<file path="config.mk">
export PLATFORM = sky130hd
export DESIGN_NAME = cct_timer
export DESIGN_NICKNAME = d
export VERILOG_FILES = /design/src/core/cct_pkg.sv /design/src/core/cct_timer.sv
export SDC_FILE = /design/constraint.sdc
export NUM_CORES = 1
export LEC_CHECK = 0
export BUFFER_PORTS_ARGS = -buffer_cell sky130_fd_sc_hd__buf_2
export CAP_MARGIN = 25
export CORE_UTILIZATION = 59
export CTS_CLUSTER_SIZE = 30
export DETAILED_ROUTE_END_ITERATION = 8
export GPL_TIMING_DRIVEN = 0
export PLACE_DENSITY_LB_ADDON = 0.25
export SYNTH_ARGS = -nofsm -noshare
export SYNTH_HDL_FRONTEND = slang
export SYNTH_SLANG_ARGS = --single-unit
</file>
<file path="constraint.sdc">
create_clock -name core_clk -period 4 [get_ports core_clk]
set_input_delay 0 -clock core_clk [delete_from_list [all_inputs] [get_ports core_clk]]
set_output_delay 0 -clock core_clk [all_outputs]
set_load 0.01 [all_outputs]
</file>
<file path="src/core/cct_pkg.sv">
// constants for the capture/compare timer unit
package cct_pkg;
  // register byte offsets on the AHB-Lite slave
  localparam logic [7:0] OFS_COUNT = 8'h00;
  localparam logic [7:0] OFS_CMP_A = 8'h04;
  localparam logic [7:0] OFS_CMP_B = 8'h08;
  localparam logic [7:0] OFS_CAPT = 8'h0C;
  localparam logic [7:0] OFS_PRESC = 8'h10;
  localparam logic [7:0] OFS_RUN = 8'h14;
  localparam logic [7:0] OFS_CFG = 8'h18;
  localparam logic [7:0] OFS_EDGE = 8'h1C;
  localparam logic [7:0] OFS_STAT = 8'h20;
  localparam logic [7:0] OFS_MASK = 8'h24;
  localparam logic [7:0] OFS_OUTC = 8'h28;
  // reset values
  localparam logic [3:0] PRESC_RST = 4'h1;
  localparam logic [7:0] CFG_RST = 8'h10;
  localparam logic [7:0] RUN_RST = 8'h00;
  localparam logic [3:0] EDGE_RST = 4'h0;
  // run register fields
  localparam int RUN_EN = 0;
  localparam int RUN_WIDE = 1;
  // config register fields
  localparam int CFG_CAPMODE = 2;
  localparam int CFG_CLR_B = 3;
  localparam int CFG_CLR_CAP = 5;
  // edge register fields: [1:0] input a, [3:2] input b (01 rise, 10 fall, 11 both)
  localparam int EDGE_A_LO = 0;
  localparam int EDGE_B_LO = 2;
  // status bits
  localparam int ST_MATCH_A = 0;
  localparam int ST_MATCH_B = 1;
  localparam int ST_EXT_A = 2;
  localparam int ST_EXT_B = 3;
  localparam int ST_WRAP = 4;
  localparam int ST_W = 5;
  // prescaler: select code k (0..8) divides the oscillator by 8<<k; code 4'hF is external
  localparam logic [3:0] PRESC_MAX = 4'h8;
  localparam logic [3:0] PRESC_EXT = 4'hF;
  localparam int DIV_BASE = 8;
  localparam int DIV_W = 11;
endpackage : cct_pkg

</file>
<file path="src/core/cct_timer.sv">
// capture/compare timer unit with AHB-Lite register slave
// What this block does
// - interval interrupt each compare period, step is one count clock (osc/8..osc/2048)
// - counter runs as 8-bit or 16-bit
// - counter increments each count clock chosen by the 4-bit prescaler select code
// - run-enable bit starts or halts counting; halted count holds except when a capture edge with clear enabled resets it
// - reset clears the count and stops counting
// - count equals primary compare: raise primary irq and toggle output a
// - compare registers follow the selected counter width
// - compare and capture/compare registers are not reset
// - secondary register is compare or capture per config register
// - two outputs toggle independently, half period one to 65536 counts
// - pulse widths on both external inputs captured in count clock units
// - event mode counts chosen edges on external input b
// - secondary match raises secondary irq, toggles output b, may clear count
// - capture loads count on input b edge, may clear count
//
// Our own choices: the AHB-Lite interface to the registers and the register offsets.
`timescale 1ns/100ps
`default_nettype none
module cct_timer (
  input wire logic core_clk,
  input wire logic arst_n,
  input wire logic hsel,
  input wire logic [7:0] haddr,
  input wire logic [1:0] htrans,
  input wire logic hwrite,
  input wire logic [2:0] hsize,
  input wire logic [31:0] hwdata,
  input wire logic hready,
  output logic [31:0] hrdata,
  output logic hreadyout,
  output logic hresp,
  input wire logic ext_irq_input_a,
  input wire logic ext_irq_input_b,
  output logic timer_out_a,
  output logic timer_out_b,
  output logic primary_match_irq,
  output logic secondary_match_irq,
  output logic irq
);
  localparam int ST_W_L = cct_pkg::ST_W;
  // bus address phase capture
  logic wr_pend_reg, wr_pend_next;
  logic [7:0] wr_addr_reg, wr_addr_next;
  logic [31:0] rdata_reg, rdata_next;
  // timer state
  logic [15:0] count_reg, count_next;
  logic [15:0] cmp_a_reg, cmp_a_next;
  logic [15:0] cmp_b_reg, cmp_b_next;
  logic [15:0] capt_reg, capt_next;
  logic [3:0] presc_reg, presc_next;
  logic [7:0] run_reg, run_next;
  logic [7:0] cfg_reg, cfg_next;
  logic [3:0] edge_reg, edge_next;
  logic [ST_W_L-1:0] stat_reg, stat_next;
  logic [ST_W_L-1:0] mask_reg, mask_next;
  logic [3:0] outc_reg, outc_next;
  logic [cct_pkg::DIV_W-1:0] div_reg, div_next;
  logic in_a_reg, in_a_next, in_b_reg, in_b_next;
  logic out_a_reg, out_a_next, out_b_reg, out_b_next;
  logic pm_reg, pm_next, sm_reg, sm_next;

  logic addr_ph, tick, wide, edge_a, edge_b, match_a, match_b, wrap, clr;
  logic [15:0] inc, wmask;
  logic [cct_pkg::DIV_W-1:0] div_top;

  assign addr_ph = hsel && hready && htrans[1];
  assign wide = run_reg[cct_pkg::RUN_WIDE];
  assign wmask = wide ? 16'hFFFF : 16'h00FF;
  // prescaler division: 8 << code, minus one as terminal count
  assign div_top = cct_pkg::DIV_W'((cct_pkg::DIV_BASE << presc_reg) - 1);

  // edge detectors, inputs taken as synchronous
  function automatic logic edge_hit(input logic prev, input logic cur, input logic [1:0] sel);
    edge_hit = (sel[0] && !prev && cur) || (sel[1] && prev && !cur);
  endfunction : edge_hit
  assign edge_a = edge_hit(in_a_reg, ext_irq_input_a,
                           edge_reg[cct_pkg::EDGE_A_LO +: 2]);
  assign edge_b = edge_hit(in_b_reg, ext_irq_input_b,
                           edge_reg[cct_pkg::EDGE_B_LO +: 2]);

  always_comb begin
    // external clock counts input b edges; internal from divider
    if (presc_reg == cct_pkg::PRESC_EXT) begin
      tick = run_reg[cct_pkg::RUN_EN] && edge_b;
    end else begin
      tick = run_reg[cct_pkg::RUN_EN] && (presc_reg <= cct_pkg::PRESC_MAX)
             && (div_reg == div_top);
    end
  end

  assign inc = (count_reg + 16'h0001) & wmask;
  assign wrap = tick && (inc == 16'h0000);
  // match seen only when the count steps onto the value
  assign match_a = tick && (inc == (cmp_a_reg & wmask));
  assign match_b = tick && !cfg_reg[cct_pkg::CFG_CAPMODE]
                   && (inc == (cmp_b_reg & wmask));
  assign clr = (match_b && cfg_reg[cct_pkg::CFG_CLR_B])
               || (edge_b && cfg_reg[cct_pkg::CFG_CAPMODE] && cfg_reg[cct_pkg::CFG_CLR_B])
               || (edge_a && cfg_reg[cct_pkg::CFG_CLR_CAP]);

  // bus side: write address held for the data phase, read data from flops
  always_comb begin
    wr_pend_next = addr_ph && hwrite;
    wr_addr_next = addr_ph ? haddr : wr_addr_reg;
    rdata_next = 32'h0000_0000;
    // read data registered at the end of the address phase, so zero wait states
    if (addr_ph && !hwrite) begin
      unique case (haddr)
        cct_pkg::OFS_COUNT: rdata_next = {16'h0000, count_reg & wmask};
        cct_pkg::OFS_CMP_A: rdata_next = {16'h0000, cmp_a_reg & wmask};
        cct_pkg::OFS_CMP_B: rdata_next = {16'h0000, cmp_b_reg & wmask};
        cct_pkg::OFS_CAPT: rdata_next = {16'h0000, capt_reg & wmask};
        cct_pkg::OFS_PRESC: rdata_next = {28'h0000000, presc_reg};
        cct_pkg::OFS_RUN: rdata_next = {24'h000000, run_reg};
        cct_pkg::OFS_CFG: rdata_next = {24'h000000, cfg_reg};
        cct_pkg::OFS_EDGE: rdata_next = {28'h0000000, edge_reg};
        cct_pkg::OFS_STAT: rdata_next = {27'h0000000, stat_reg};
        cct_pkg::OFS_MASK: rdata_next = {27'h0000000, mask_reg};
        cct_pkg::OFS_OUTC: rdata_next = {28'h0000000, outc_reg};
        default: rdata_next = 32'h0000_0000;
      endcase
    end
  end

  // counter, prescaler, capture and control registers
  always_comb begin
    count_next = count_reg;
    cmp_a_next = cmp_a_reg;
    cmp_b_next = cmp_b_reg;
    capt_next = capt_reg;
    presc_next = presc_reg;
    run_next = run_reg;
    cfg_next = cfg_reg;
    edge_next = edge_reg;
    mask_next = mask_reg;
    outc_next = outc_reg;
    div_next = div_reg;
    // prescaler restarts when halted so the first step is a full count clock
    if (!run_reg[cct_pkg::RUN_EN] || div_reg >= div_top) begin
      div_next = '0;
    end else begin
      div_next = div_reg + 1'b1;
    end
    // clear wins over the step: the counter never shows the matching value
    if (clr) begin
      count_next = 16'h0000;
    end else if (tick) begin
      count_next = inc;
    end
    if (edge_a) begin
      capt_next = count_reg & wmask;
    end
    // software writes, data phase
    if (wr_pend_reg) begin
      unique case (wr_addr_reg)
        cct_pkg::OFS_CMP_A: cmp_a_next = hwdata[15:0] & wmask;
        cct_pkg::OFS_CMP_B: cmp_b_next = hwdata[15:0] & wmask;
        cct_pkg::OFS_PRESC: presc_next = hwdata[3:0];
        cct_pkg::OFS_RUN: run_next = hwdata[7:0];
        cct_pkg::OFS_CFG: cfg_next = hwdata[7:0];
        cct_pkg::OFS_EDGE: edge_next = hwdata[3:0];
        cct_pkg::OFS_MASK: mask_next = hwdata[ST_W_L-1:0];
        cct_pkg::OFS_OUTC: outc_next = hwdata[3:0];
        default: ; // count has no write path, status has its own process
      endcase
    end
    // capture after the write so a trigger wins
    if (edge_b && cfg_reg[cct_pkg::CFG_CAPMODE]) begin
      cmp_b_next = count_reg & wmask;
    end
  end

  // sticky status, write one to clear; set beats clear so no event is lost
  always_comb begin
    stat_next = stat_reg;
    if (wr_pend_reg && wr_addr_reg == cct_pkg::OFS_STAT) begin
      stat_next = stat_reg & ~hwdata[ST_W_L-1:0];
    end
    stat_next[cct_pkg::ST_MATCH_A] = stat_next[cct_pkg::ST_MATCH_A] | match_a;
    stat_next[cct_pkg::ST_MATCH_B] = stat_next[cct_pkg::ST_MATCH_B] | match_b;
    stat_next[cct_pkg::ST_EXT_A] = stat_next[cct_pkg::ST_EXT_A] | edge_a;
    stat_next[cct_pkg::ST_EXT_B] = stat_next[cct_pkg::ST_EXT_B] | edge_b;
    // a cleared wrap is not reported, the clear already restarted the count
    stat_next[cct_pkg::ST_WRAP] = stat_next[cct_pkg::ST_WRAP] | (wrap && !clr);
  end

  // pin side: edge history and toggle outputs
  always_comb begin
    // history resets low, the idle level, so no false edge follows reset
    in_a_next = ext_irq_input_a;
    in_b_next = ext_irq_input_b;
    out_a_next = out_a_reg;
    out_b_next = out_b_reg;
    if (match_a && outc_reg[0]) begin
      out_a_next = !out_a_reg;
    end
    if (match_b && outc_reg[1]) begin
      out_b_next = !out_b_reg;
    end
    pm_next = match_a;
    sm_next = match_b;
  end

  // bus group
  always_ff @(posedge core_clk or negedge arst_n) begin
    if (!arst_n) begin
      wr_pend_reg <= 1'b0;
      wr_addr_reg <= 8'h00;
      rdata_reg <= 32'h0000_0000;
    end else begin
      wr_pend_reg <= wr_pend_next;
      wr_addr_reg <= wr_addr_next;
      rdata_reg <= rdata_next;
    end
  end

  // counter group
  always_ff @(posedge core_clk or negedge arst_n) begin
    if (!arst_n) begin
      count_reg <= 16'h0000;
      capt_reg <= 16'h0000;
      div_reg <= '0;
    end else begin
      count_reg <= count_next;
      capt_reg <= capt_next;
      div_reg <= div_next;
    end
  end

  // control group
  always_ff @(posedge core_clk or negedge arst_n) begin
    if (!arst_n) begin
      run_reg <= cct_pkg::RUN_RST;
      presc_reg <= cct_pkg::PRESC_RST;
      cfg_reg <= cct_pkg::CFG_RST;
      edge_reg <= cct_pkg::EDGE_RST;
      mask_reg <= '0;
      outc_reg <= 4'h0;
    end else begin
      run_reg <= run_next;
      presc_reg <= presc_next;
      cfg_reg <= cfg_next;
      edge_reg <= edge_next;
      mask_reg <= mask_next;
      outc_reg <= outc_next;
    end
  end

  // status group
  always_ff @(posedge core_clk or negedge arst_n) begin
    if (!arst_n) begin
      stat_reg <= '0;
    end else begin
      stat_reg <= stat_next;
    end
  end

  // edge history group
  always_ff @(posedge core_clk or negedge arst_n) begin
    if (!arst_n) begin
      in_a_reg <= 1'b0;
      in_b_reg <= 1'b0;
    end else begin
      in_a_reg <= in_a_next;
      in_b_reg <= in_b_next;
    end
  end

  // output group
  always_ff @(posedge core_clk or negedge arst_n) begin
    if (!arst_n) begin
      out_a_reg <= 1'b0;
      out_b_reg <= 1'b0;
      pm_reg <= 1'b0;
      sm_reg <= 1'b0;
    end else begin
      out_a_reg <= out_a_next;
      out_b_reg <= out_b_next;
      pm_reg <= pm_next;
      sm_reg <= sm_next;
    end
  end

  // compare values have no reset on purpose
  always_ff @(posedge core_clk) begin
    cmp_a_reg <= cmp_a_next;
    cmp_b_reg <= cmp_b_next;
  end

  assign hrdata = rdata_reg;
  assign hreadyout = 1'b1;
  assign hresp = 1'b0;
  assign timer_out_a = out_a_reg;
  assign timer_out_b = out_b_reg;
  assign primary_match_irq = pm_reg;
  assign secondary_match_irq = sm_reg;
  assign irq = |(stat_reg & mask_reg);
endmodule : cct_timer
`default_nettype wire

</file>
==> PnR_summary.wiki <==
{| class="wikitable"
! Metric !! Value
|-
| Outcome || completed
|-
| Worst Clk Skew || approximately 0.0064 ns
|-
| Headroom to the max-slew limit || 0.296
|-
| Data arrival at the endpoint of the critical path || 4.14 ns
|-
| Combinational group share of total power || 0.083
|-
| Starting DRC count in detailed routing || 597
|-
| Total number of vias || 6700
|-
| Setup-violating endpoint count in the final report || 0
|-
| Commonest cells post-synth || dfrtp_1 (110), nand2_1 (76), nor2_1 (62), mux2_2 (55), xnor2_1 (42)
|-
| TritonCTS sink count || 144
|-
| Worst Setup Path Type || reg -> reg
|-
| Via count of the first global-routing pass || 6602
|-
| Standard cell with the maximum stage delay on the critical path || dfstp_2
|-
| #FFs+latches synth || ~140
|-
| DRC violations left || 0
|-
| H-Tree Level Count || 4
|-
| Clock-pin slew of the registers on the worst-case setup and hold paths || roughly 0.060 ns
|-
| Worst IR drop on VDD || approximately 0.00033 V
|-
| Die outline height || 118 um
|-
| Cell Int Power || 2470 uW
|-
| I/O Pins || between 90 and 100
|-
| GR Overflow Total || 0
|-
| Class of the most critical hold timing path || in -> reg
|-
| Number of max-capacitance violations reported || 0
|-
| Synth async-reset ratio || 0.778
|-
| Post-synthesis sequential area ratio || 0.471
|-
| Cells along the critical path || nor2_2 -> nand2_1 -> ha_2 -> nor3_1 -> a21oi_1 -> nor2_1 -> a21oi_1 -> ha_1 -> nand4_1 -> nor4_2 -> a21oi_2 -> or2_2 -> nor4_4 -> o21ai_1 -> a41oi_4 -> buf_6 -> nor2_1
|-
| Number of CTS-inserted buffers || 17
|-
| Synth cell types || 69
|-
| Crit share post-route || 0.957
|-
| Post-route standard cell area excluding fillers || 0.00947 mm^2
|-
| Fraction of layout instances using a drive strength above 1 || 0.215
|-
| Routed WL || roughly 23000 um
|-
| Setup repair after global routing missed its margin || no
|-
| Antenna diode count || 0
|-
| Maximum fanout encountered on the critical timing path || 10
|-
| Actual slew at the worst max-slew pin || 1.06 ns
|-
| Net count of the finished layout || 950
|-
| Leading cell type by number of instances after synthesis || dfrtp_1
|-
| Total of buffers placed on input and output ports || 52
|-
| Worst stage delay on the critical path || 0.65 ns
|-
| Leakage power total || 0.00386 uW
|-
| Max Slew Vio Count || 0
|-
| Drt pass-1 iters || 6
|-
| Dominant delay contributor by cell family on the critical path || simple AND/OR/NAND/NOR gates
|-
| Clk network pwr share || 0.435
|-
| Final weighted congestion in routability-driven placement || 0.934
|-
| Sequential share of power || 0.482
|-
| Critical Path Sink Type || flip-flop
|-
| Post-synthesis instance total || 771
|-
| Maximum number of pins on one net before global-route repair || 59
|-
| Final routed wire length divided by cell count || around 21 um
|-
| Pwr dens || 351 mW/mm^2
|-
| Synth Flop Type || dfrtp_1
|-
| Flop-to-flop setup slack || 0.17 ns
|-
| All-Layer GR Usage || 0.339
|-
| Area delta synth->final || 18.5%
|-
| Wire length of the first global-routing pass || ~36000 um
|-
| DR vias/cell || ~6.2
|-
| Switching share of power || 0.255
|-
| Min Tclk post-route || 3.83 ns
|-
| Number of enable flip-flop cells after synthesis || 32
|-
| Starting density of the core || 0.603
|-
| Sequential cell area in the final layout || approximately 0.0038 mm^2
|-
| DIE AREA || 0.0140 mm^2
|-
| Cell area after placement || 0.00859 mm^2
|-
| Area occupied by multi-input gates || 0.00398 mm^2
|-
| Buffers & Inverters on Critical Path || 1
|-
| Die Width || 118 um
|-
| Number of warnings printed during yosys synthesis || 0
|-
| Switching power summed over all nets || 846 uW
|-
| Residual antenna-violating net count after detailed routing || 0
|-
| Area of the mapped netlist || between 0.007 and 0.008 mm^2
|-
| Placement row count || 42
|-
| Mapped Avg Cell Area || 10.4 um^2
|-
| Top area cells in the synthesized netlist || dfrtp_1 (34%), edfxtp_1 (12%), mux2_2 (7.8%)
|-
| CTS Buffer Depth || 2
|-
| Top-area cell type share of the netlist area || 0.344
|-
| Clock Root Buffer || clkbuf_16
|-
| Fillers || 978
|-
| Standard cell core area || 0.0132 mm^2
|-
| Critical Path Source Type || flip-flop
|-
| F_max || approximately 260 MHz
|-
| Final hold violation count || 0
|-
| Source-to-sink clock delay at the later pin of the worst-skew pair || 0.43 ns
|-
| Worst endpoint required time || 4.31 ns
|-
| Final standard cell utilization of the core || 0.715
|-
| Dominant cell type by area after synthesis || dfrtp_1
|-
| TritonCTS clock tree || built
|-
| HPWL after detailed placement || ~16000 um
|-
| Antenna violations before repair || 0
|}
-- path summary, 6_finish.rpt --
kind                       cells after the start                startpoint                   endpoint
min reg2reg                                    1   timer_out_b$_DFFE_PN0P_    timer_out_b$_DFFE_PN0P_
max in group asynchronous                      3                    arst_n   presc_reg[0]$_DFFE_PN1P_
min in group asynchronous                      2                    arst_n   count_reg[9]$_DFFE_PN0P_
max reg2reg                                   17  presc_reg[0]$_DFFE_PN1P_  count_reg[10]$_DFFE_PN0P_
min                                            3                 htrans[1]      wr_pend_reg$_DFF_PN0_
max                                           17  presc_reg[0]$_DFFE_PN1P_  count_reg[10]$_DFFE_PN0P_
-- worst register-to-register path: cells and delay by family, from the launching register on --
family | cells | cell delay [ns]
buf+inv | 1 | 0.20
fa+ha+maj | 2 | 0.44
flops | 1 | 0.65
simple gates | 9 | 1.48
compound gates | 5 | 0.95
-- per-layer routing --
layer,global-route usage,share of wire,up-vias
li1,-,-,3006
met1,0.426,0.40,3314
met2,0.575,0.50,311
met3,0.0507,0.056,69
met4,0.164,0.042,0
met5,0,0,-
-- area by class of cell --
cell class | count | share of cell area
multi-input combinational | 569 | 0.421
sequential | 144 | 0.398
timing repair buffer | 85 | 0.0651
clock buffer | 21 | 0.0465
buffer | 55 | 0.0321
tap | 176 | 0.0232
clock inverter | 11 | 0.00885
inverter | 14 | 0.00555
-- through the flow --
stage	hold slack, ns	setup TNS (ns)	setup slack [ns]	total power [uW]	cells
after detailed placement	0.109	-7.57	-0.464	1870	1017
final	0.141	0	0.172	3320	1075
after CTS	0.0975	0	0.0356	3310	1075
after global placement	0.136	-4.74	-0.311	1850	1015
after floorplan	-0.296	0	0.438	1760	787
after global routing	0.183	0	0.0425	3420	1075
-- power groups by stage --
stage / Combinational (uW) / Sequential [uW] / Clock (uW)
floorplan: 157 / 1600 / 0
global placement: 237 / 1610 / 0
detailed placement: 252 / 1620 / 0
CTS: 269 / 1600 / 1450
global route: 303 / 1610 / 1510
finish: 276 / 1600 / 1440
-- timing repair --
action	4_1_cts	5_1_grt
pin swaps	1	0
hold endpoints to repair	114	0
setup endpoints to repair	20	20
hold buffers	28	0
setup buffers	2	0
resized for setup	8	6
-- cell usage in the layout, fill, tap and decap left out, drive strengths merged, types with 14 or more instances in the layout --
master | netlist | layout
mux2 | 55 | 55
dfrtp | 110 | 110
nand2b | 14 | 14
inv | 14 | 19
clkbuf | 31 | 47
a22oi | 36 | 36
nor3 | 21 | 21
nand3 | 18 | 18
edfxtp | 32 | 32
dlygate4sd3 | 0 | 28
a21oi | 23 | 23
xnor2 | 42 | 42
buf | 29 | 86
nor2 | 63 | 63
o21ai | 34 | 34
conb | 2 | 18
nand2 | 76 | 76
-- cell families after synthesis --
family / after synthesis / share of synthesized area
adders and majority gates: 12 / 0.0188
muxes: 56 / 0.0788
and+or+nand+nor: 261 / 0.166
xor gates and xnor gates: 60 / 0.0744
AOI/OAI and AO/OA: 162 / 0.142
DFF: 144 / 0.471
buffers and inverters: 74 / 0.0470
other: 2 / 0.000940
No activity file was read; power rests on OpenSTA's default activity.
